**src/nvmc_regs.svh**
```systemverilog
// offsets, bit positions, reset values and timing counts of the nvm controller
`ifndef NVMC_REGS_SVH
`define NVMC_REGS_SVH
// device registers in i/o space
`define NVMC_IO_CTRL     6'h1F
`define NVMC_IO_DATA     6'h20
`define NVMC_IO_ADDR     6'h21
// nvm_control_reg bit positions
`define NVMC_B_RSTRB     0
`define NVMC_B_GO        1
`define NVMC_B_ARM       2
`define NVMC_B_RIE       3
`define NVMC_B_MODE_LO   4
`define NVMC_B_MODE_HI   5
// reset and erased values
`define NVMC_DATA_RST    8'h00
`define NVMC_ADDR_RST    8'h00
`define NVMC_ERASED      8'hFF
// cycle counts on the cpu clock
`define NVMC_ARM_CYCLES  3'h4
`define NVMC_RD_HALT     3'h4
`define NVMC_PG_HALT     3'h2
// rates in khz and programming times in us
`define NVMC_CLK_KHZ     40000
`define NVMC_OSC_KHZ     8000
`define NVMC_ATOMIC_US   3400
`define NVMC_SPLIT_US    1800
// host wishbone register indices, byte address is four times the index
`define NVMC_WB_ADDR     3'h0
`define NVMC_WB_WDATA    3'h1
`define NVMC_WB_CFG      3'h2
`define NVMC_WB_CMD      3'h3
`define NVMC_WB_RDATA    3'h4
// host command and config bits
`define NVMC_C_READ      0
`define NVMC_C_PROG      1
`define NVMC_CFG_SPCHK   3
`endif

```
**src/nvmc_pkg.sv**
```systemverilog
// types shared by both ends of the nvm controller
package nvmc_pkg;
    typedef enum logic [1:0] {
        NVMC_MODE_ATOMIC,
        NVMC_MODE_ERASE,
        NVMC_MODE_WRITE,
        NVMC_MODE_RSVD
    } nvmc_mode_e;

    typedef enum logic [3:0] {
        NVMC_H_IDLE,
        NVMC_H_POLL,
        NVMC_H_CHK,
        NVMC_H_MODE,
        NVMC_H_ADDR,
        NVMC_H_DATA,
        NVMC_H_ARM,
        NVMC_H_GO,
        NVMC_H_STROBE,
        NVMC_H_FETCH,
        NVMC_H_TAKE,
        NVMC_H_GAP,
        NVMC_H_HOLD
    } nvmc_hst_e;
endpackage

```
**src/nvmc_link_if.sv**
```systemverilog
// i/o register link between the cpu side and the nvm controller
`timescale 1ns/1ps
interface nvmc_link_if;
    logic [5:0] io_addr;
    logic [7:0] io_wdata;
    logic       io_we;
    logic       io_re;
    logic [7:0] io_rdata;
    logic       halt;
    logic       irq;

    modport dev (
        input  io_addr,
        input  io_wdata,
        input  io_we,
        input  io_re,
        output io_rdata,
        output halt,
        output irq
    );

    modport cpu (
        output io_addr,
        output io_wdata,
        output io_we,
        output io_re,
        input  io_rdata,
        input  halt,
        input  irq
    );
endinterface

```
**src/nvmc_device.sv**
```systemverilog
// nvm controller: 256 byte data store with read, erase and write through i/o registers
`timescale 1ns/1ps
`include "nvmc_regs.svh"

module nvmc_device
    import nvmc_pkg::*;
#(
    parameter int ATOMIC_TICKS = `NVMC_ATOMIC_US * (`NVMC_OSC_KHZ / 1000),
    parameter int SPLIT_TICKS  = `NVMC_SPLIT_US * (`NVMC_OSC_KHZ / 1000)
) (
    // clock and resets
    input  wire logic  clk_i,
    input  wire logic  rst_i,
    input  wire logic  por_i,
    // i/o register link
    nvmc_link_if.dev   link
);
    localparam int    DIV = `NVMC_CLK_KHZ / `NVMC_OSC_KHZ;
    localparam logic [2:0] DIV_LAST = 3'(DIV - 1);

    logic [7:0]  mem [256];
    logic [7:0]  addr_q;
    logic [7:0]  data_q;
    logic [7:0]  rdata_q;
    nvmc_mode_e  mode_q;
    nvmc_mode_e  op_mode_q;
    logic [7:0]  op_addr_q;
    logic [7:0]  op_data_q;
    logic        rie_q;
    logic        busy_q;
    logic [2:0]  arm_cnt_q;
    logic [2:0]  halt_cnt_q;
    logic [2:0]  div_q;
    logic [15:0] prog_cnt_q;
    logic        tick;
    logic        wr_ctrl;
    logic        wr_data;
    logic        wr_addr;
    logic        start;
    logic        rd_go;
    logic        done;
    logic        any_rst;
    nvmc_mode_e  wr_mode;

    assign any_rst = rst_i | por_i;
    assign wr_ctrl = link.io_we && (link.io_addr == `NVMC_IO_CTRL);
    assign wr_data = link.io_we && (link.io_addr == `NVMC_IO_DATA);
    assign wr_addr = link.io_we && (link.io_addr == `NVMC_IO_ADDR);
    assign wr_mode = nvmc_mode_e'({link.io_wdata[`NVMC_B_MODE_HI], link.io_wdata[`NVMC_B_MODE_LO]});

    // go is honoured only while the arm window is open and nothing runs
    assign start = wr_ctrl && link.io_wdata[`NVMC_B_GO] && (arm_cnt_q != 3'h0)
                   && !busy_q && (mode_q != NVMC_MODE_RSVD);
    assign rd_go = wr_ctrl && link.io_wdata[`NVMC_B_RSTRB] && !busy_q;

    // stands in for the 8 MHz oscillator; only por stops it so a running program keeps time
    assign tick = (div_q == DIV_LAST);
    always_ff @(posedge clk_i) begin
        if (por_i || tick) begin
            div_q <= 3'h0;
        end else begin
            div_q <= div_q + 3'h1;
        end
    end

    // programming timer counts oscillator ticks
    always_ff @(posedge clk_i) begin
        if (por_i) begin
            prog_cnt_q <= 16'h0000;
        end else if (start) begin
            if (mode_q == NVMC_MODE_ATOMIC) begin
                prog_cnt_q <= 16'(ATOMIC_TICKS);
            end else begin
                prog_cnt_q <= 16'(SPLIT_TICKS);
            end
        end else if (busy_q && tick && prog_cnt_q != 16'h0000) begin
            prog_cnt_q <= prog_cnt_q - 16'h0001;
        end
    end

    assign done = busy_q && tick && (prog_cnt_q == 16'h0001);

    // busy is the go bit; plain reset leaves it alone
    always_ff @(posedge clk_i) begin
        if (por_i) begin
            busy_q <= 1'b0;
        end else if (start) begin
            busy_q <= 1'b1;
        end else if (done) begin
            busy_q <= 1'b0;
        end
    end

    // target is captured at start so later register traffic cannot disturb it
    always_ff @(posedge clk_i) begin
        if (start) begin
            op_mode_q <= mode_q;
            op_addr_q <= addr_q;
            op_data_q <= data_q;
        end
    end

    // the array holds no reset, it is the non-volatile store
    always_ff @(posedge clk_i) begin
        if (done) begin
            unique case (op_mode_q)
                NVMC_MODE_ATOMIC: mem[op_addr_q] <= op_data_q;
                NVMC_MODE_ERASE:  mem[op_addr_q] <= `NVMC_ERASED;
                // write only can clear bits but never set them
                NVMC_MODE_WRITE:  mem[op_addr_q] <= mem[op_addr_q] & op_data_q;
                NVMC_MODE_RSVD:   mem[op_addr_q] <= mem[op_addr_q];
            endcase
        end
    end

    // mode field
    always_ff @(posedge clk_i) begin
        if (por_i || (rst_i && !busy_q)) begin
            mode_q <= NVMC_MODE_ATOMIC;
        end else if (wr_ctrl && !busy_q) begin
            mode_q <= wr_mode;
        end
    end

    // interrupt enable
    always_ff @(posedge clk_i) begin
        if (any_rst) begin
            rie_q <= 1'b0;
        end else if (wr_ctrl) begin
            rie_q <= link.io_wdata[`NVMC_B_RIE];
        end
    end

    // arm window, closed by hardware four cycles after it opens
    always_ff @(posedge clk_i) begin
        if (any_rst) begin
            arm_cnt_q <= 3'h0;
        end else if (wr_ctrl && link.io_wdata[`NVMC_B_ARM] && arm_cnt_q == 3'h0) begin
            arm_cnt_q <= `NVMC_ARM_CYCLES;
        end else if (start) begin
            arm_cnt_q <= 3'h0;
        end else if (arm_cnt_q != 3'h0) begin
            arm_cnt_q <= arm_cnt_q - 3'h1;
        end
    end

    // cpu halt after a read strobe or a program start
    always_ff @(posedge clk_i) begin
        if (any_rst) begin
            halt_cnt_q <= 3'h0;
        end else if (rd_go) begin
            halt_cnt_q <= `NVMC_RD_HALT;
        end else if (start) begin
            halt_cnt_q <= `NVMC_PG_HALT;
        end else if (halt_cnt_q != 3'h0) begin
            halt_cnt_q <= halt_cnt_q - 3'h1;
        end
    end

    // address register
    always_ff @(posedge clk_i) begin
        if (any_rst && !busy_q) begin
            addr_q <= `NVMC_ADDR_RST;
        end else if (wr_addr && !busy_q) begin
            addr_q <= link.io_wdata;
        end
    end

    // data register, loaded by software or by a read strobe
    always_ff @(posedge clk_i) begin
        if (any_rst && !busy_q) begin
            data_q <= `NVMC_DATA_RST;
        end else if (rd_go) begin
            data_q <= mem[addr_q];
        end else if (wr_data && !busy_q) begin
            data_q <= link.io_wdata;
        end
    end

    // register read port, answer one cycle after the read request
    always_ff @(posedge clk_i) begin
        if (any_rst) begin
            rdata_q <= 8'h00;
        end else if (link.io_re) begin
            unique case (link.io_addr)
                `NVMC_IO_CTRL: rdata_q <= {2'b00, mode_q, rie_q, (arm_cnt_q != 3'h0), busy_q, 1'b0};
                `NVMC_IO_DATA: rdata_q <= data_q;
                `NVMC_IO_ADDR: rdata_q <= addr_q;
                default:       rdata_q <= 8'h00;
            endcase
        end
    end

    assign link.io_rdata = rdata_q;
    assign link.halt     = (halt_cnt_q != 3'h0);
    assign link.irq      = rie_q && !busy_q;

endmodule // nvmc_device

```
**src/flat_wrapper.sv**
```systemverilog
// flat-port wrapper written by rule: the top's interface ports become plain ports
module nvmc_device_flat import nvmc_pkg::*;
#(
    parameter int ATOMIC_TICKS = `NVMC_ATOMIC_US * (`NVMC_OSC_KHZ / 1000),
    parameter int SPLIT_TICKS  = `NVMC_SPLIT_US * (`NVMC_OSC_KHZ / 1000)
)
  (clk_i, rst_i, por_i, link_io_addr, link_io_wdata, link_io_we, link_io_re, link_io_rdata, link_halt, link_irq);
  nvmc_link_if link_i ();
  input  wire logic clk_i;
  input  wire logic rst_i;
  input  wire logic por_i;
  input wire logic [$bits(link_i.io_addr)-1:0] link_io_addr;
  input wire logic [$bits(link_i.io_wdata)-1:0] link_io_wdata;
  input wire logic [$bits(link_i.io_we)-1:0] link_io_we;
  input wire logic [$bits(link_i.io_re)-1:0] link_io_re;
  output wire logic [$bits(link_i.io_rdata)-1:0] link_io_rdata;
  output wire logic [$bits(link_i.halt)-1:0] link_halt;
  output wire logic [$bits(link_i.irq)-1:0] link_irq;
  assign link_i.io_addr = link_io_addr;
  assign link_i.io_wdata = link_io_wdata;
  assign link_i.io_we = link_io_we;
  assign link_i.io_re = link_io_re;
  assign link_io_rdata = link_i.io_rdata;
  assign link_halt = link_i.halt;
  assign link_irq = link_i.irq;
  nvmc_device #(.ATOMIC_TICKS(ATOMIC_TICKS), .SPLIT_TICKS(SPLIT_TICKS)) u_core (.clk_i(clk_i), .rst_i(rst_i), .por_i(por_i), .link(link_i));
endmodule
```
**config.mk**
```make
export PLATFORM = sky130hd
export DESIGN_NAME = nvmc_device_flat
export DESIGN_NICKNAME = d
export VERILOG_FILES = /design/src/nvmc_pkg.sv /design/src/nvmc_link_if.sv /design/src/nvmc_device.sv /design/src/flat_wrapper.sv
export VERILOG_INCLUDE_DIRS = /design/src
export SDC_FILE = /design/constraint.sdc
export NUM_CORES = 2
export LEC_CHECK = 0
export ABC_AREA = 1
export BUFFER_PORTS_ARGS = -buffer_cell sky130_fd_sc_hd__buf_2
export CAP_MARGIN = 20
export CORE_ASPECT_RATIO = 1.25
export CORE_MARGIN = 4
export CORE_UTILIZATION = 35
export DETAILED_ROUTE_END_ITERATION = 10
export HOLD_SLACK_MARGIN = 0.05
export PLACE_DENSITY = 0.51
export REMOVE_ABC_BUFFERS = 1
export SETUP_SLACK_MARGIN = 0.1
export SLEW_MARGIN = 40
export SYNTH_ARGS = -nofsm -noshare
export SYNTH_HDL_FRONTEND = slang
export SYNTH_SLANG_ARGS = --single-unit
```
**constraint.sdc**
```tcl
create_clock -name clk_i -period 5.3 [get_ports clk_i]
set_clock_uncertainty 0.05 [all_clocks]
set_input_delay 1.06 -clock clk_i [delete_from_list [all_inputs] [get_ports clk_i]]
set_output_delay 1.06 -clock clk_i [all_outputs]
set_load 0.05 [all_outputs]
```
; Yosys cells after proc, flatten, opt, wreduce, memory -nomap -nowiden
; Memory sizes are Yosys's and may differ from the RTL's. A register that Yosys moved wholly into a read port is not among the register bits.
; Cells that the tools add are included.
[word_totals]
register_bits = 71
mem_bits_rw = 2048
in_bits = 19
output_inout_bits = 10
wordCells = 105
memories = 1
[classes]
add_sub_neg = 4
n_eq_ne = 9
n_mux = 32
bitwise_logic = 5
reduce_logical = 38
[mem_list]
columns = memory, words, width, rd, rd_ports_with_merged_regs, wr, line_no
row1 = u_core.mem, 256, 8, 2, 2, 1, nvmc_device.sv:21  ; logic [7:0] mem [256];
[op_table]
columns = operator, n
row1 = 8-bit two-way mux, 8
row2 = 16-bit two-way mux, 2
row3 = 8-bit case mux with 3 select lines, 1
row4 = 1-bit logical AND, 20
row5 = 3-bit two-way mux, 6
row6 = "16-bit by 1-bit equality test with 1-bit output, second input constant", 1
row7 = 16-bit nonzero test, 1
row8 = "16-bit by 1-bit subtractor with 16-bit output, second input constant", 1
row9 = 15-bit two-way mux, 1
row10 = 1-bit two-way mux, 14
row11 = "6-bit equality test, second input constant", 2
row12 = 3-bit nonzero test, 4
row13 = 8-bit AND, 1
row14 = 2-bit nonzero test, 4
row15 = "6-bit by 5-bit equality test with 1-bit output, second input constant", 1
row16 = 3-bit OR reduction, 2
row17 = "3-bit by 1-bit subtractor with 3-bit output, second input constant", 2
row18 = "2-bit equality test, second input constant", 2
row19 = 2-bit logical NOT, 2
row20 = 1-bit bitwise OR, 4
row21 = "3-bit by 1-bit adder with 3-bit output, second input constant", 1
row22 = "3-bit equality test, second input constant", 1
row23 = 3-bit logical NOT, 1
row24 = "2-bit by 1-bit equality test with 1-bit output, second input constant", 1
row25 = other kinds (4), 5

; Longest topological paths before layout
[depth]
depth_word = 8
depth_mapped = 17
mapped_depth_nobuf = 14

; Least setup slack after synthesis
; OpenSTA, ideal clock, no wires.
[synth_path]
path_type = flip-flop to flip-flop
start = register (tool-made name)
end = memory u_core.mem[0][6] (data pin)
setup_time_ns = 0.824
arrival_time_ns = 4.671
t_required_ns = 4.426
path_slack_ns = -0.245
stages_incl_launch_ff = 16
path_buffers = 4
synth_period_minus_slack_ns = 5.545
cell_sequence = dfxtp_1 buf_6 inv_4 buf_6 buf_2 buf_2 nor2_1 o22ai_1 nand2_1 nand3_1 nand3_1 nand3_1 nand3_1 nand3_1 nand3_1 nand2_1
[synth_rtl]
columns = element, line_no
row1 = to (decl), nvmc_device.sv:21

==> flow_metrics.env <==
export IMPL_rsz0062_at_grt="no"
export IMPL_met1_usage_pct=32.92
export IMPL_crit_path_start_kind="flop"
export IMPL_gr_total_overflow=0
export IMPL_fin_ws_ps=534.2
export IMPL_postSynthAreaPerCell_sq_um=9.239
export IMPL_area_delta_synth_final_pct=10.54
export IMPL_ant_nets=0
export IMPL_avgViaCountPerCell=6.065
export IMPL_timing_critical_path_buf_inv=3
export IMPL_cts_root_buffer="clkbuf_16"
export IMPL_pin_count=29
export IMPL_utilization_pct=38.90
export IMPL_path_delay_family="simple AND/OR/NAND/NOR gates"
export IMPL_grt_max_degree=182
export IMPL_path_max_fanout=123
export IMPL_timing_final_crit_share_pct=89.92
export IMPL_finalSetupViolations=0
export IMPL_place_ws_ps=756.4
export IMPL_clock_latency_ps=920
export IMPL_hp_class="flop to flop"
export IMPL_clkPwrFrac_pct=45.1
export IMPL_synth_seq_area_share_pct=59.94
export IMPL_syn_area_sq_um=105800
export IMPL_slew_viol_final=0
export IMPL_drive_gt1_share_pct=8.048
export IMPL_hold_violations=0
export IMPL_numClockSinks=2135
export IMPL_status="complete, no violations"
export IMPL_reg2reg_to="u_core.mem[103][6]"
export IMPL_yosysTopAreaCell="edfxtp_1"
export IMPL_finalPower_w=0.03357
export IMPL_ir_worst_vdd_uv=234.7
export IMPL_dieArea_sq_um=311200
export IMPL_final_min_clock_period_ps=4766
export IMPL_groute_layer_met3_usage_pct=4.759
export IMPL_fin_nets=11050
export IMPL_min_path_cells=1
export IMPL_yosysMostFrequentCell="nand2_1"
export IMPL_totalWireLength_um=428100
export IMPL_fp_dieW_um=499.8
export IMPL_cp_arrival_ps=5390
export IMPL_num_rows=225
export IMPL_synth_top_area_share_pct=58.63
export IMPL_tightest_slew_ps=933.9
export IMPL_cts_tree="yes"
export IMPL_coreArea_sq_um=300700
export IMPL_async_flop_share_pct=0
export IMPL_rrSetupSlack_ps=530
export IMPL_drt_first_iter_violations=12810
export IMPL_post_cts_resized=0
export IMPL_place_hpwl_um=249700
export IMPL_yosys_top_cells_area="edfxtp_1 59%, nand3_1 12%, nand2_1 9.8%, o21ai_0 4.9%, nor2_1 4.6%"
export IMPL_p_int_w=0.02664
export IMPL_seq_power_share_pct=54.3
export IMPL_reg2regPathDepth=13
export IMPL_netlist_instances=11450
export IMPL_synthTopCellsByCount="2754 x nand2_1, 2545 x nand3_1, 2066 x edfxtp_1"
export IMPL_h_tree_depth=4
export IMPL_grt_usage_pct=26.34
export IMPL_clock_fmax_ghz=0.2098
export IMPL_yosysUniqueCellTypes=48
export IMPL_ctsHoldBuffers=0
export IMPL_synth_edf_count=2066
export IMPL_synthFlopType="edfxtp_1"
export IMPL_post_cts_buffers=0
export IMPL_antenna_found_initial=13
export IMPL_ys_ff_latch=2135
export IMPL_crit_top_cell="nand3_1"
export IMPL_drc_errors=0
export IMPL_switching_power_w=0.006932
export IMPL_min_from="u_core.div_q[0]"
export IMPL_power_per_cell_area_nw_per_um2=287.0
export IMPL_max_stage_delay_ps=550
export IMPL_gr_usage_met2_pct=41.80
export IMPL_hold_end="u_core.div_q[0]"
export IMPL_io_buffers=28
export IMPL_finalSetupTns_ps=0
export IMPL_ys_warnings_count=0
export IMPL_clkTransAtPathRegs_ps=60
export IMPL_grt_busiest_layer="met2"
export IMPL_crit_required_ps=5920
export IMPL_cts_buffers_inserted=221
export IMPL_dp_cells=14770
export IMPL_grt_pass1_wl_um=612100
export IMPL_slew_headroom_pct=37.74
export IMPL_path_cells="inv_16 > buf_4 > o21ai_0 > o22ai_1 > nand2_1 > nand3_1 > nand3_1 > nand3_1 > nand3_1 > nand3_1 > nand3_1 > nand2_4 > buf_12"
export IMPL_fillers=29370
export IMPL_cts_buffer_depth=4
export IMPL_leakagePower_nw=37.29
export IMPL_fin_cells=15170
export IMPL_max_cap_viol_count=0
export IMPL_netSwitchingFraction_pct=20.65
export IMPL_place_congestion=0.9040
export IMPL_wl_per_cell_um=28.22
export IMPL_criticalPathCategory="flop to flop"
export IMPL_cp_slowest_cell="nand2_4"
export IMPL_grt_pass1_vias=88190
export IMPL_power_frac_comb_pct=0.6
export IMPL_end_kind="flop"
export IMPL_dr_pass1_iters=9
export IMPL_die_h_um=622.7
export IMPL_start_util_pct=35.19
export IMPL_vias=92020
-- per-stage QoR --
step	instance area [sq um]	hold slack, ps
3_5_place_dp	110100	397.5
2_1_floorplan	101100	367.3
3_3_place_gp	109600	373.8
5_1_grt	117000	430.7
6_report	117000	408.4
4_1_cts	116800	393.7
-- worst max-delay path by stage --
stage	startpoint	endpoint	slack (ps)	cells after the start
final	flop	u_core.mem[103][6]	530	13
after global routing	flop	u_core.mem[119][0]	460	13
after CTS	flop	u_core.mem[119][0]	700	13
after detailed placement	flop	u_core.mem[91][0]	760	13
after global placement	flop	u_core.mem[106][2]	780	13
after floorplan	flop	u_core.data_q[1]	-40820	13
-- cell type report --
type | count | area [sq um] | share of cell area [%]
clock inverter | 117 | 909.6 | 0.7777
clock buffer | 278 | 5807 | 4.965
sequential | 2135 | 63460 | 54.26
timing repair buffer | 284 | 3318 | 2.837
inverter | 93 | 442.9 | 0.3787
antenna | 4 | 10.01 | 0.008558
multi-input combinational | 8289 | 38040 | 32.52
tap | 3972 | 4970 | 4.249
-- sequential cells by signal, indices dropped and copies added (netlist names), 3 cells and up, named ones only --
signal / flops
u_core.prog_cnt_q: 16
u_core.op_data_q: 8
u_core.arm_cnt_q: 3
u_core.halt_cnt_q: 3
u_core.op_addr_q: 8
u_core.data_q: 8
u_core.addr_q: 8
u_core.link.io_rdata: 8
u_core.mem: 2048
u_core.div_q: 3
-- per-layer routing --
layer	up-vias	wire length, um
li1	39620	-
met1	44990	158100
met2	6012	194500
met3	1390	42730
met4	8	32730
met5	-	44
-- layout by cell type (no fill, tap or decap), types with 4 or more instances in the layout --
cell type and instances:
dfxtp_2 4, nor2_4 4, or2_2 4, diode_2 4, buf_2 28, nor3_1 10
clkbuf_16 223, dfxtp_4 10, ha_1 7, clkinvlp_4 5, clkinv_2 39, nand2_2 27
o211ai_1 4, o21ai_1 10, nand2_4 13, dfxtp_1 55, o22ai_1 504, nand2_1 2731
buf_4 156, edfxtp_1 2066, inv_2 7, nor2_2 237, inv_1 68, o21ai_0 1036
nand3_1 2545, clkbuf_1 53, clkinv_1 63, nor2_1 1075, a21oi_1 49, inv_8 5
o21a_1 6, buf_12 95, nor3_4 6, bufinv_16 14
-- power groups by stage --
stage	clock network [W]	logic (W)	registers, W
4_1_cts	0.0153	0.000201	0.0182
2_1_floorplan	0	0.000135	0.0186
3_3_place_gp	0	0.000197	0.0186
5_1_grt	0.0160	0.000219	0.0182
6_report	0.0151	0.000206	0.0182
3_5_place_dp	0	0.000201	0.0186
-- cells by family (layout without fill, tap and decap cells) --
| logic type | count (synthesis) | after routing | share of synthesized area, % |
|---|---|---|---|
| DFF | 2135 | 2135 | 59.94 |
| and+or+nand+nor | 6659 | 6659 | 26.89 |
| AOI/OAI and AO/OA | 1620 | 1620 | 8.318 |
| adders and majority gates | 7 | 7 | 0.08277 |
| buffers and inverters | 1029 | 772 | 4.743 |
| xor gates and xnor gates | 3 | 3 | 0.02484 |
| other | 0 | 4 | 0 |
Power figures use the tool's default switching activity.
